`config.mk`:
```
export PLATFORM = sky130hd
export DESIGN_NAME = irq_dma_sequencer
export DESIGN_NICKNAME = d
export VERILOG_FILES = /design/src/pkg/irq_seq_pkg.sv /design/src/hdl/irq_dma_sequencer.sv
export SDC_FILE = /design/constraint.sdc
export NUM_CORES = 1
export LEC_CHECK = 0
export ABC_AREA = 1
export BUFFER_PORTS_ARGS = -buffer_cell sky130_fd_sc_hd__buf_2
export CAP_MARGIN = 20
export CORE_ASPECT_RATIO = 1.4
export CORE_MARGIN = 4
export CORE_UTILIZATION = 64
export DETAILED_ROUTE_END_ITERATION = 16
export PLACE_DENSITY = 0.87
export SYNTH_ARGS = -nofsm -noshare
export SYNTH_HDL_FRONTEND = slang
export SYNTH_SLANG_ARGS = --single-unit
```
`constraint.sdc`:
```
create_clock -name clk -period 8 [get_ports clk]
set_input_delay 0.4 -clock clk [delete_from_list [all_inputs] [get_ports clk]]
set_output_delay 0.4 -clock clk [all_outputs]
set_load 0.01 [all_outputs]
```
`src/pkg/irq_seq_pkg.sv`:
```
// Constants shared by the interrupt acceptance and micro DMA sequencer.
// Assumes one state of the core equals one clock cycle of clk.
//
// How it works
// - Entry pushes PC and accumulator/flag pair, clears enable flag, jumps to vector.
// - General entry takes exactly 20 states.
// - Return instruction pops PC and pair, restoring the old enable flag.
// - Reading the vector acknowledges the source, which then drops its request.
// - Non-maskable sources ignore the enable flag; maskable ones need flag bit 5.
// - Enable sets flag, disable clears it; reset and any general entry clear it.
// - Maskable requests wait until the instruction after enable has completed.
// - Vectors run from 10H to 58H in steps of 8; maskable ones have blocks.
// - Simultaneous requests are taken in a fixed ten-level order.
// - Arbitration looks only at pending requests, never at the one in service.
// - DMA loads parameters, moves data, writes back, decrements count, usually ends.
// - When the count reaches zero, general entry follows for the same source.
// - A DMA service that does not reach zero leaves PC, flag and all core registers untouched.
// - Parameter block sits at FF00H plus vector and spans six bytes.
// - A stored count of 00H means 256 transfers.
// - Source and destination are full 16-bit addresses.
// - Mode bits 1:0 choose address update, bit 2 chooses one or two bytes.
// - Modes: keep, destination up, source up or source down, by 1 or 2.
// - Two-byte mode copies src to dst, then src+1 to dst+1.
// - A DMA service that does not reach zero lasts 46 states.
// - Requests are sampled only at the last bus cycle of each instruction.
// - Maskable requests are ignored while the enable flag is 0.
// - Per-channel DMA enable selects DMA when 1; reset clears it.

package irq_seq_pkg;

    // -------------------------------------------------------------
    // Sources and vectors
    // -------------------------------------------------------------
    localparam int NUM_SRC = 10;
    localparam int NUM_MASKABLE = 8;
    localparam int FIRST_MASKABLE = 2;
    localparam logic [7:0] VECTOR_BASE = 8'h10;
    localparam logic [7:0] VECTOR_STEP = 8'h08;
    localparam int FLAG_BIT = 5;

    // -------------------------------------------------------------
    // Micro DMA parameter block
    // -------------------------------------------------------------
    localparam logic [15:0] PARAM_BASE = 16'hFF00;
    localparam int PARAM_LEN = 6;
    localparam logic [2:0] OFS_COUNT = 3'h0;
    localparam logic [2:0] OFS_DST_LO = 3'h1;
    localparam logic [2:0] OFS_DST_HI = 3'h2;
    localparam logic [2:0] OFS_SRC_LO = 3'h3;
    localparam logic [2:0] OFS_SRC_HI = 3'h4;
    localparam logic [2:0] OFS_MODE = 3'h5;
    localparam int MODE_WIDE_BIT = 2;
    localparam logic [1:0] UPD_KEEP = 2'h0;
    localparam logic [1:0] UPD_DST_INC = 2'h1;
    localparam logic [1:0] UPD_SRC_INC = 2'h2;
    localparam logic [1:0] UPD_SRC_DEC = 2'h3;

    // -------------------------------------------------------------
    // Timing in states (one state = one clk cycle)
    // -------------------------------------------------------------
    localparam logic [5:0] ENTRY_STATES = 6'h14;
    localparam logic [5:0] DMA_STATES = 6'h2E;
    localparam logic [5:0] RETURN_STATES = 6'h08;
    localparam logic [5:0] READ_LATENCY = 6'h02;

    // -------------------------------------------------------------
    // Register port map
    // -------------------------------------------------------------
    localparam logic [1:0] REG_DMA_ENABLE = 2'h0;
    localparam logic [1:0] REG_STATUS = 2'h1;
    localparam logic [1:0] REG_PENDING_LO = 2'h2;
    localparam logic [1:0] REG_PENDING_HI = 2'h3;
    localparam logic [7:0] DMA_ENABLE_RESET = 8'h00;

endpackage : irq_seq_pkg

```
`src/hdl/irq_dma_sequencer.sv`:
```
// Interrupt acceptance sequencer with hardware micro DMA for an 8-bit core.
// Assumes all inputs are synchronous to clk, and that the memory bus returns
// read data in the cycle after the read strobe.
`timescale 1ns/10ps

module irq_dma_sequencer (
    // Clock and reset.
    input wire logic clk,
    input wire logic nrst,
    // Requests from sources: 0 software trap, 1 pin, 2..9 maskable.
    input wire logic [irq_seq_pkg::NUM_SRC-1:0] irq_req,
    // Core instruction events.
    input wire logic instr_boundary,
    input wire logic enable_irq_instr,
    input wire logic disable_irq_instr,
    input wire logic return_from_irq_instr,
    // Core register values.
    input wire logic [15:0] cpu_pc,
    input wire logic [15:0] accumulator_flag_pair,
    input wire logic [15:0] cpu_sp,
    // Core register updates.
    output logic pc_load,
    output logic [15:0] pc_value,
    output logic af_load,
    output logic [15:0] af_value,
    output logic sp_load,
    output logic [15:0] sp_value,
    output logic irq_enable_flag,
    output logic busy,
    // Acknowledge to sources.
    output logic [irq_seq_pkg::NUM_SRC-1:0] irq_ack,
    output logic [7:0] ack_vector,
    // Memory bus master.
    output logic [15:0] mem_addr,
    output logic [7:0] mem_wdata,
    output logic mem_wr,
    output logic mem_rd,
    input wire logic [7:0] mem_rdata,
    // Register port.
    input wire logic [1:0] reg_addr,
    input wire logic [7:0] reg_wdata,
    input wire logic reg_wr,
    input wire logic reg_rd,
    output logic [7:0] reg_rdata
);
    import irq_seq_pkg::*;

    // ---------------------------------------------------------------
    // State
    // ---------------------------------------------------------------
    typedef enum logic [3:0] {
        ST_IDLE = 4'h1,
        ST_ENTRY = 4'h2,
        ST_DMA = 4'h4,
        ST_RETURN = 4'h8
    } seq_state_t;

    typedef struct packed {
        seq_state_t state;
        logic [5:0] step;
        logic [7:0] vector;
        logic [15:0] save_pc;
        logic [15:0] save_af;
        logic [15:0] sp;
        logic [7:0] count;
        logic [15:0] dst;
        logic [15:0] src;
        logic [2:0] mode;
        logic [7:0] data;
        logic flag;
        logic [NUM_MASKABLE-1:0] dma_en;
        logic [15:0] mem_addr;
        logic [7:0] mem_wdata;
        logic mem_wr;
        logic mem_rd;
        logic [NUM_SRC-1:0] ack;
        logic pc_load;
        logic [15:0] pc_value;
        logic af_load;
        logic [15:0] af_value;
        logic sp_load;
        logic [15:0] sp_value;
        logic busy;
        logic [7:0] rdata;
    } seq_regs_t;

    seq_regs_t r_reg;
    seq_regs_t r_next;

    // ---------------------------------------------------------------
    // Arbitration
    // ---------------------------------------------------------------
    logic [NUM_SRC-1:0] eligible;
    logic [NUM_SRC-1:0] winner;
    logic any_win;
    logic [3:0] win_idx;

    // Mask the maskable sources with the flag as it stood before this cycle,
    // so an enable issued at this boundary only counts from the next one.
    always_comb begin
        eligible = irq_req;
        if (!r_reg.flag) begin
            eligible[NUM_SRC-1:FIRST_MASKABLE] = '0;
        end
    end

    // Fixed order: lowest index wins; nothing here sees the source in service.
    always_comb begin
        winner = '0;
        win_idx = 4'h0;
        any_win = 1'b0;
        for (int i = NUM_SRC - 1; i >= 0; i--) begin
            if (eligible[i]) begin
                winner = '0;
                winner[i] = 1'b1;
                win_idx = 4'(i);
                any_win = 1'b1;
            end
        end
    end

    // ---------------------------------------------------------------
    // Next-state logic
    // ---------------------------------------------------------------
    logic [7:0] win_vector;
    logic win_is_dma;
    logic [15:0] block_addr;
    logic [2:0] param_ofs;
    logic wide;
    logic [15:0] step_amt;
    logic [7:0] count_dec;
    logic [39:0] wb_bytes;
    logic [2:0] wb_idx;

    always_comb begin
        r_next = r_reg;
        win_vector = 8'(VECTOR_BASE + 8'(win_idx) * VECTOR_STEP);
        win_is_dma = 1'b0;
        if (win_idx >= 4'(FIRST_MASKABLE)) begin
            win_is_dma = r_reg.dma_en[3'(win_idx - 4'(FIRST_MASKABLE))];
        end
        block_addr = PARAM_BASE + {8'h00, r_reg.vector};
        param_ofs = 3'(r_reg.step - READ_LATENCY);
        wide = r_reg.mode[MODE_WIDE_BIT];
        step_amt = wide ? 16'h0002 : 16'h0001;
        count_dec = 8'(r_reg.count - 8'h01);
        wb_bytes = {r_reg.src, r_reg.dst, count_dec};
        wb_idx = 3'(r_reg.step - 6'h0E);

        // Strobes and load pulses last one cycle.
        r_next.mem_wr = 1'b0;
        r_next.mem_rd = 1'b0;
        r_next.ack = '0;
        r_next.pc_load = 1'b0;
        r_next.af_load = 1'b0;
        r_next.sp_load = 1'b0;
        r_next.step = 6'(r_reg.step + 6'h01);

        // Register port: read data stands the cycle after the strobe.
        r_next.rdata = 8'h00;
        if (reg_rd) begin
            case (reg_addr)
                REG_DMA_ENABLE: r_next.rdata = r_reg.dma_en;
                REG_STATUS: r_next.rdata = {r_reg.state, 2'b00, r_reg.busy, r_reg.flag};
                REG_PENDING_LO: r_next.rdata = irq_req[7:0];
                REG_PENDING_HI: r_next.rdata = {6'h00, irq_req[9:8]};
                default: r_next.rdata = 8'h00;
            endcase
        end
        if (reg_wr && reg_addr == REG_DMA_ENABLE) begin
            r_next.dma_en = reg_wdata;
        end

        // Flag instructions; a later accept into general entry below overrides with a clear.
        if (enable_irq_instr) begin
            r_next.flag = 1'b1;
        end
        if (disable_irq_instr) begin
            r_next.flag = 1'b0;
        end

        case (r_reg.state)
            ST_IDLE: begin
                r_next.step = 6'h00;
                r_next.busy = 1'b0;
                if (return_from_irq_instr) begin
                    r_next.state = ST_RETURN;
                    r_next.sp = cpu_sp;
                    r_next.busy = 1'b1;
                end else if (instr_boundary && any_win) begin
                    // Vector read: the source takes this as its acknowledge.
                    r_next.ack = winner;
                    r_next.vector = win_vector;
                    r_next.sp = cpu_sp;
                    r_next.busy = 1'b1;
                    if (win_is_dma) begin
                        r_next.state = ST_DMA;
                    end else begin
                        r_next.state = ST_ENTRY;
                        r_next.save_pc = cpu_pc;
                        r_next.save_af = accumulator_flag_pair;
                        r_next.save_af[FLAG_BIT] = r_reg.flag;
                        r_next.flag = 1'b0;
                    end
                end
            end

            ST_ENTRY: begin
                // Push PC high, PC low, A, then F below the stack pointer.
                case (r_reg.step)
                    6'h00: begin
                        r_next.mem_wr = 1'b1;
                        r_next.mem_addr = 16'(r_reg.sp - 16'h0001);
                        r_next.mem_wdata = r_reg.save_pc[15:8];
                    end
                    6'h01: begin
                        r_next.mem_wr = 1'b1;
                        r_next.mem_addr = 16'(r_reg.sp - 16'h0002);
                        r_next.mem_wdata = r_reg.save_pc[7:0];
                    end
                    6'h02: begin
                        r_next.mem_wr = 1'b1;
                        r_next.mem_addr = 16'(r_reg.sp - 16'h0003);
                        r_next.mem_wdata = r_reg.save_af[15:8];
                    end
                    6'h03: begin
                        r_next.mem_wr = 1'b1;
                        r_next.mem_addr = 16'(r_reg.sp - 16'h0004);
                        r_next.mem_wdata = r_reg.save_af[7:0];
                    end
                    default: begin
                    end
                endcase
                // Jump to the vector once the full entry time has passed.
                if (r_reg.step == 6'(ENTRY_STATES - 6'h02)) begin
                    r_next.pc_load = 1'b1;
                    r_next.pc_value = {8'h00, r_reg.vector};
                    r_next.sp_load = 1'b1;
                    r_next.sp_value = 16'(r_reg.sp - 16'h0004);
                    r_next.state = ST_IDLE;
                    r_next.busy = 1'b0;
                end
            end

            ST_DMA: begin
                // Parameter reads issue at steps 0..5, data returns two later.
                if (r_reg.step < 6'(PARAM_LEN)) begin
                    r_next.mem_rd = 1'b1;
                    r_next.mem_addr = 16'(block_addr + {10'h000, r_reg.step});
                end
                if (r_reg.step >= READ_LATENCY && r_reg.step < 6'(PARAM_LEN) + READ_LATENCY) begin
                    case (param_ofs)
                        OFS_COUNT: r_next.count = mem_rdata;
                        OFS_DST_LO: r_next.dst[7:0] = mem_rdata;
                        OFS_DST_HI: r_next.dst[15:8] = mem_rdata;
                        OFS_SRC_LO: r_next.src[7:0] = mem_rdata;
                        OFS_SRC_HI: r_next.src[15:8] = mem_rdata;
                        OFS_MODE: r_next.mode = mem_rdata[2:0];
                        default: begin
                        end
                    endcase
                end
                case (r_reg.step)
                    6'h08: begin
                        r_next.mem_rd = 1'b1;
                        r_next.mem_addr = r_reg.src;
                    end
                    6'h0A: begin
                        r_next.mem_wr = 1'b1;
                        r_next.mem_addr = r_reg.dst;
                        r_next.mem_wdata = mem_rdata;
                    end
                    6'h0B: begin
                        if (wide) begin
                            r_next.mem_rd = 1'b1;
                            r_next.mem_addr = 16'(r_reg.src + 16'h0001);
                        end
                    end
                    6'h0D: begin
                        if (wide) begin
                            r_next.mem_wr = 1'b1;
                            r_next.mem_addr = 16'(r_reg.dst + 16'h0001);
                            r_next.mem_wdata = mem_rdata;
                        end
                        // Address update only after both bytes have moved.
                        case (r_reg.mode[1:0])
                            UPD_DST_INC: r_next.dst = 16'(r_reg.dst + step_amt);
                            UPD_SRC_INC: r_next.src = 16'(r_reg.src + step_amt);
                            UPD_SRC_DEC: r_next.src = 16'(r_reg.src - step_amt);
                            default: begin
                            end
                        endcase
                    end
                    6'h0E, 6'h0F, 6'h10, 6'h11, 6'h12: begin
                        // Write back the new count, then the updated addresses.
                        r_next.mem_wr = 1'b1;
                        r_next.mem_addr = block_addr + {13'h0000, wb_idx};
                        r_next.mem_wdata = wb_bytes[8 * wb_idx +: 8];
                    end
                    default: begin
                    end
                endcase
                // End of service: done, or hand over to the general entry.
                if (r_reg.step == 6'(DMA_STATES - 6'h02)) begin
                    r_next.step = 6'h00;
                    if (count_dec == 8'h00) begin
                        r_next.state = ST_ENTRY;
                        r_next.save_pc = cpu_pc;
                        r_next.save_af = accumulator_flag_pair;
                        r_next.save_af[FLAG_BIT] = r_reg.flag;
                        r_next.flag = 1'b0;
                    end else begin
                        r_next.state = ST_IDLE;
                        r_next.busy = 1'b0;
                    end
                end
            end

            ST_RETURN: begin
                // Pop F, A, PC low, PC high from the stack pointer upward.
                if (r_reg.step < 6'h04) begin
                    r_next.mem_rd = 1'b1;
                    r_next.mem_addr = 16'(r_reg.sp + {10'h000, r_reg.step});
                end
                case (r_reg.step)
                    6'h02: r_next.af_value[7:0] = mem_rdata;
                    6'h03: r_next.af_value[15:8] = mem_rdata;
                    6'h04: r_next.pc_value[7:0] = mem_rdata;
                    6'h05: r_next.pc_value[15:8] = mem_rdata;
                    default: begin
                    end
                endcase
                if (r_reg.step == 6'(RETURN_STATES - 6'h02)) begin
                    r_next.flag = r_reg.af_value[FLAG_BIT];
                    r_next.pc_load = 1'b1;
                    r_next.af_load = 1'b1;
                    r_next.sp_load = 1'b1;
                    r_next.sp_value = 16'(r_reg.sp + 16'h0004);
                    r_next.state = ST_IDLE;
                    r_next.busy = 1'b0;
                end
            end

            default: begin
                r_next.state = ST_IDLE;
            end
        endcase
    end

    // ---------------------------------------------------------------
    // Registers
    // ---------------------------------------------------------------
    // Synchronous reset clears the flag and all DMA enables.
    always_ff @(posedge clk) begin
        if (!nrst) begin
            r_reg <= '0;
            r_reg.state <= ST_IDLE;
            r_reg.flag <= 1'b0;
            r_reg.dma_en <= DMA_ENABLE_RESET;
        end else begin
            r_reg <= r_next;
        end
    end

    // ---------------------------------------------------------------
    // Outputs, all straight from the state register
    // ---------------------------------------------------------------
    assign pc_load = r_reg.pc_load;
    assign pc_value = r_reg.pc_value;
    assign af_load = r_reg.af_load;
    assign af_value = r_reg.af_value;
    assign sp_load = r_reg.sp_load;
    assign sp_value = r_reg.sp_value;
    assign irq_enable_flag = r_reg.flag;
    assign busy = r_reg.busy;
    assign irq_ack = r_reg.ack;
    assign ack_vector = r_reg.vector;
    assign mem_addr = r_reg.mem_addr;
    assign mem_wdata = r_reg.mem_wdata;
    assign mem_wr = r_reg.mem_wr;
    assign mem_rd = r_reg.mem_rd;
    assign reg_rdata = r_reg.rdata;

endmodule : irq_dma_sequencer

```
==> flow_metrics.py, run 1 <==
metrics = {
    "status": {
        "status": "complete, no violations",
    },
    "clocking": {
        "cts.sinks": 210,
        "clkLatencyLatePin_ns": 0.53,
        "cts_setup_buffers": 0,
        "cts.path.max_buffers": 3,
        "numCtsBuffers": 23,
        "clkSlewWorstSetupHoldPaths_ns": 0.07,
        "cts_resized": 0,
        "cts_hold_buf": 0,
        "htreeDepth": 1,
        "cts_root_buf": "clkbuf_16",
        "cts_tree": "built",
    },
    "setup_path": {
        "crit_family": "simple AND/OR/NAND/NOR gates",
        "cp-start-kind": "register",
        "cp_cell_sequence": "buf_4 -> clkinv_1 -> ha_1 -> inv_1 -> nor2_4 -> inv_2 -> nand2_1 -> nor3_1 -> nand2_1 -> nand2_1 -> inv_2 -> nand2_1 -> nor2_1 -> a21oi_1",
        "path_max_fanout": 22,
        "endpoint": "mem_addr[13]",
        "cp_num_buf_inv": 5,
        "crit_top_cell": "nand2_1",
        "startpoint": "r_reg[213]",
        "crit_arrival_ns": 4.26,
        "r2r_start": "r_reg[213]",
        "critical_path.slowest_cell": "ha_1",
        "critPathMaxStageDelay_ns": 0.48,
        "worstSetupPathType": "reg -> reg",
        "r2r_end": "mem_addr[13]",
        "critPathCaptureType": "register",
        "cp.depth": 14,
        "rrSetupSlack_ns": 4.19,
        "worstPathRequired_ns": 8.45,
        "reg2reg_depth": 14,
    },
    "floorplanning": {
        "dieArea_um2": 26300,
        "std_cell_rows": 66,
        "ios": 189,
        "core-area_um2": 23300,
        "die_h_um": 190,
        "initial_utilization_pct": 65.2,
        "die_w_um": 138,
    },
    "layout": {
        "nets": 2497,
        "layout_common_cells": "nand2_1, nor2_1, inv_1",
        "syn_to_final_growth_pct": 6.40,
        "n_antenna_cell": 0,
        "final_common_cell": "nand2_1",
        "n_fill_cell": 2068,
        "final_util_pct": 69.4,
        "largest_register_ffs": 109,
        "final_layout_size_suffix_gt1_share_pct": 13.9,
    },
    "detailed_routing": {
        "firstDrtPassIters": 8,
        "vias_per_cell": 6.17,
        "post_drt_wl_per_cell_um": 20.5,
        "drt_iter0_markers": 1768,
        "wl_um": 55100,
        "drc": 0,
        "via_count": 16600,
        "ant_nets": 0,
    },
    "timing": {
        "setup_violations": 0,
        "rsz0062_at_grt": "no",
        "tns_ns": 0,
        "hold_violations": 0,
        "tightest_slew_ns": 1.07,
        "relSlewSlack_pct": 28.4,
        "post-route-min-period_ns": 3.81,
        "clock_skew_ns": 0.0176,
        "hold_ws_ns": 0.0882,
        "slew_viol_final": 0,
        "fin_crit_sh_pct": 47.7,
        "fmax_mhz": 262,
    },
    "pwr": {
        "leakage_nw": 7.05,
        "clkPwrFrac_pct": 29.6,
        "p_total_w": 0.00360,
        "power.internal_w": 0.00215,
        "p_seq_share_pct": 36.2,
        "netSwitchingFraction_pct": 40.4,
        "powerDensity_nw_per_um2": 223,
        "vdd_drop_max_mv": 0.223,
        "p_sw_w": 0.00145,
        "combinationalPowerShare_pct": 34.2,
    },
    "global_routing": {
        "grt_max_degree": 95,
        "grt_pass1_vias": 15800,
        "antenna_found_initial": 1,
        "overflow": 0,
        "grt.total_usage_pct": 40.0,
        "grt_pass1_wl_um": 85100,
    },
    "job": {
        "max_cap_viol_count": 0,
    },
    "synth": {
        "ys_types": 63,
        "syn_area_um2": 15200,
        "syn_inst": 2337,
        "synth_edf_count": 0,
        "yosysSeqAreaShare_pct": 27.7,
        "synth_warnings": 0,
        "synth-seq-cells": 210,
        "async_reset_ff_share_pct": 0,
        "ys.flop_type": "dfxtp_1",
        "syn_area_per_cell_um2": 6.50,
    },
    "placement": {
        "port-buffer-count": 184,
        "dpl.hpwl_um": 41300,
        "gp_congestion": 1.05,
    },
    "worst_hold_path": {
        "min_path_type": "in -> reg",
    },
}
## worst min path at each step
stage	depth (start not counted)	slack [ns]	to	start
floorplan	2	0.44	af_value[15]	af_value[15]
global placement	2	0.45	pc_value[5]	pc_value[5]
detailed placement	2	0.45	af_value[10]	af_value[10]
CTS	2	0.09	irq_ack[3]	irq_req[2]
global route	2	0.1	irq_ack[3]	irq_req[2]
finish	2	0.09	irq_ack[3]	irq_req[2]
## power by group through the flow
stage | clock network, W | logic (W) | registers, W
global placement | 0 | 0.00117 | 0.00131
floorplan | 0 | 0.000943 | 0.00124
detailed placement | 0 | 0.00119 | 0.00132
finish | 0.00107 | 0.00123 | 0.00130
CTS | 0.00107 | 0.00120 | 0.00129
global route | 0.00111 | 0.00135 | 0.00131
## cell usage after synthesis (17+ instances only)
cell type | number | area share [%]
a211oi_1 | 22 | 1.1
a21oi_1 | 237 | 7.8
buf_2 | 22 | 0.72
buf_4 | 102 | 5.0
clkbuf_1 | 61 | 1.5
dfxtp_1 | 210 | 28
ha_1 | 43 | 3.5
inv_1 | 239 | 5.9
inv_2 | 17 | 0.42
nand2_1 | 437 | 11
nand3_1 | 161 | 5.3
nand3_2 | 21 | 1.4
nand4_1 | 26 | 1.1
nor2_1 | 244 | 6.0
nor3_1 | 32 | 1.1
o211ai_1 | 27 | 1.3
o21ai_0 | 173 | 5.7
o21ai_1 | 31 | 1.0
o22ai_1 | 19 | 0.78
xor2_1 | 39 | 2.2
## cell type report
class,instances,area [um^2],share of cell area (%)
Multi-Input combinational cell,1668,8810,54.5
Sequential cell,210,4200,26.0
Timing Repair Buffer,201,1050,6.49
Inverter,261,981,6.07
Clock buffer,30,632,3.91
Tap cell,306,383,2.37
Clock inverter,10,109,0.673
## cell families (layout without fill, tap and decap cells)
group,after synthesis,after routing,synth area share (%)
flip-flops,210,210,27.7
AND/OR/NAND/NOR,973,973,28.4
multiplexers,1,1,0.0659
XOR/XNOR,45,45,2.59
adder cells (fa/ha/maj),48,48,4.20
other,1,3,0.0247
buffers and inverters,461,502,14.5
AO/OA/AOI/OAI,598,598,22.5
## layer usage
metal / global-route usage [%] / part of all wire, % / up-vias / wire length, um
met3: 6.20 / 8.0 / 268 / 4390
met2: 68.6 / 48 / 939 / 26300
li1: - / - / 7787 / -
met5: 0 / 0.024 / - / 13
met4: 32.1 / 9.2 / 2 / 5080
met1: 43.9 / 35 / 7575 / 19200
## metrics by stage
step / cell area [um^2] / std cells / setup slack, ns
6_report: 16200 / 2686 / 4.19
5_1_grt: 16200 / 2686 / 3.99
4_1_cts: 16200 / 2684 / 4.35
3_5_place_dp: 15400 / 2644 / 4.40
3_3_place_gp: 15400 / 2644 / 4.46
2_1_floorplan: 15200 / 2339 / 5.33
Note: power is estimated with default switching activity, not from simulation.
==> run 2: changes to the inputs <==
CORE_UTILIZATION = 60   (was 64)
PLACE_DENSITY = 0.82   (was 0.87)
clock period = 3.7 ns   (was 8 ns; I/O delays follow)
==> run 2 against run 1 <==
Effect of this change: first-iteration DRC count shrank 5.5%; combinational power grew 140%; utilization shrank 0.17 points; fmax grew 25%; register-to-register slack lost 3.5 ns; cell count grew 4.1%; sequential share of layout area shrank 1.6 points; clock skew grew 0.013 ns; global-route usage grew 2.0 points; largest cell class unchanged.
==> flow_metrics.py, run 2 (synthesized netlist as in run 1, its figures left out) <==
metrics = {
    "timing": {
        "setup_violations": 0,
        "fmax_mhz": 326,
        "clock_skew_ns": 0.0305,
        "fin_crit_sh_pct": 82.8,
        "hold_violations": 0,
        "tns_ns": 0,
        "post-route-min-period_ns": 3.06,
        "tightest_slew_ns": 1.19,
        "relSlewSlack_pct": 20.2,
        "slew_viol_final": 0,
        "rsz0062_at_grt": "no",
        "hold_ws_ns": 0.00810,
    },
    "setup_path": {
        "reg2reg_depth": 18,
        "startpoint": "r_reg[214]",
        "cp-start-kind": "register",
        "worstSetupPathType": "reg -> reg",
        "critical_path.slowest_cell": "dfxtp_1",
        "crit_top_cell": "nand2_1",
        "rrSetupSlack_ns": 0.64,
        "r2r_start": "r_reg[214]",
        "cp_cell_sequence": "inv_2 -> ha_1 -> inv_1 -> nor2_1 -> nand2_1 -> clkinv_1 -> fa_1 -> o21ai_0 -> buf_4 -> nor2_1 -> nand2_1 -> nand2_1 -> nand3_1 -> o211ai_1 -> nand2_1 -> nand2_1 -> nor2_1 -> a21oi_1",
        "r2r_end": "mem_addr[14]",
        "path_max_fanout": 9,
        "critPathCaptureType": "register",
        "critPathMaxStageDelay_ns": 0.56,
        "crit_arrival_ns": 3.50,
        "worstPathRequired_ns": 4.13,
    },
    "floorplanning": {
        "core-area_um2": 24800,
        "ios": 189,
        "initial_utilization_pct": 61.2,
        "dieArea_um2": 28000,
        "die_w_um": 142,
        "die_h_um": 196,
        "std_cell_rows": 68,
    },
    "detailed_routing": {
        "drc": 0,
        "firstDrtPassIters": 8,
        "wl_um": 60900,
        "post_drt_wl_per_cell_um": 21.8,
        "drt_iter0_markers": 1670,
        "vias_per_cell": 6.23,
        "ant_nets": 0,
        "via_count": 17400,
    },
    "placement": {
        "dpl.hpwl_um": 44300,
        "port-buffer-count": 184,
        "gp_congestion": 1.11,
    },
    "global_routing": {
        "grt_pass1_vias": 16900,
        "grt.total_usage_pct": 42.0,
        "grt_max_degree": 82,
        "grt_pass1_wl_um": 92800,
        "overflow": 0,
        "antenna_found_initial": 2,
    },
    "layout": {
        "final_layout_size_suffix_gt1_share_pct": 14.9,
        "n_fill_cell": 2110,
        "final_common_cell": "nand2_1",
        "largest_register_ffs": 109,
        "n_antenna_cell": 0,
        "syn_to_final_growth_pct": 13.2,
        "final_util_pct": 69.2,
        "nets": 2599,
        "layout_common_cells": "nand2_1, nor2_1, inv_1",
    },
    "job": {
        "max_cap_viol_count": 0,
    },
    "pwr": {
        "powerDensity_nw_per_um2": 475,
        "leakage_nw": 7.54,
        "vdd_drop_max_mv": 0.545,
    },
    "worst_hold_path": {
        "worstHoldEndpoint": "r_reg[190]",
        "hp-start": "cpu_pc[2]",
        "hold_path_depth": 5,
        "min_path_type": "in -> reg",
    },
    "clocking": {
        "numCtsBuffers": 22,
        "cts_resized": 0,
        "clkSlewWorstSetupHoldPaths_ns": 0.07,
        "cts_root_buf": "clkbuf_16",
        "cts_tree": "built",
        "cts_setup_buffers": 0,
        "clkLatencyLatePin_ns": 0.54,
        "htreeDepth": 1,
        "cts.sinks": 210,
        "cts.path.max_buffers": 3,
    },
    "status": {
        "status": "complete, no violations",
    },
}
-- run 2: cell types whose count changed in the layout (fill, tap and decap cells not counted), sizes merged --
cell	delta
clkinvlp	-1
clkbuf	-1
bufinv	+1
dlygate4sd3	+65
inv	-1
buf	+39
-- run 2: what timing repair did --
item | CTS | global route
hold buffers | 65 | 0
hold endpoints to repair | 64 | 0
endpoints found under the setup margin | 0 | 0
-- run 2: metal layers --
metal / vias up / routed length (um) / global-route usage [%] / part of all wire (%)
met2: 1102 / 29200 / 71.1 / 48
met3: 382 / 5010 / 6.95 / 8.2
met5: - / 26 / 0 / 0.043
li1: 7985 / - / - / -
met4: 4 / 6370 / 34.6 / 10
met1: 7960 / 20300 / 45.1 / 33
-- run 2: stage by stage --
stage / instance area [um^2] / cells / total power (W) / setup WS (ns)
final: 17200 / 2797 / 0.00816 / 0.637
after global routing: 17200 / 2797 / 0.00851 / 0.393
after CTS: 17200 / 2796 / 0.00803 / 0.490
after detailed placement: 15800 / 2692 / 0.00559 / 0.527
after global placement: 15800 / 2692 / 0.00555 / 0.569
after floorplan: 15200 / 2339 / 0.00472 / 1.03
-- run 2: cell type report --
class	count	area (um^2)	share of cell area (%)
multi-input combinational	1668	8810	51.2
inverter	261	981	5.70
sequential	210	4200	24.4
clock inverter	9	126	0.735
tap	315	394	2.29
clock buffer	30	652	3.79
timing repair buffer	304	2040	11.8
-- run 2: power by group --
part / switching, W / internal, W
Sequential: 0.000329 / 0.00249
Combinational: 0.00198 / 0.000943
Clock: 0.000974 / 0.00144
-- run 2: critical path: cells and delay by family, from the launching register on --
kind / cells / cell delay (ns)
simple gates: 9 / 0.89
flops: 1 / 0.56
fa+ha+maj: 2 / 0.65
compound gates: 3 / 0.37
buf+inv: 4 / 0.48
-- run 2: worst max path at each step --
stage | endpoint | cells after the start
CTS | r_reg[119] | 11
finish | mem_addr[14] | 18
detailed placement | r_reg[119] | 11
global route | mem_addr[14] | 18
floorplan | mem_addr[14] | 17
global placement | r_reg[119] | 11
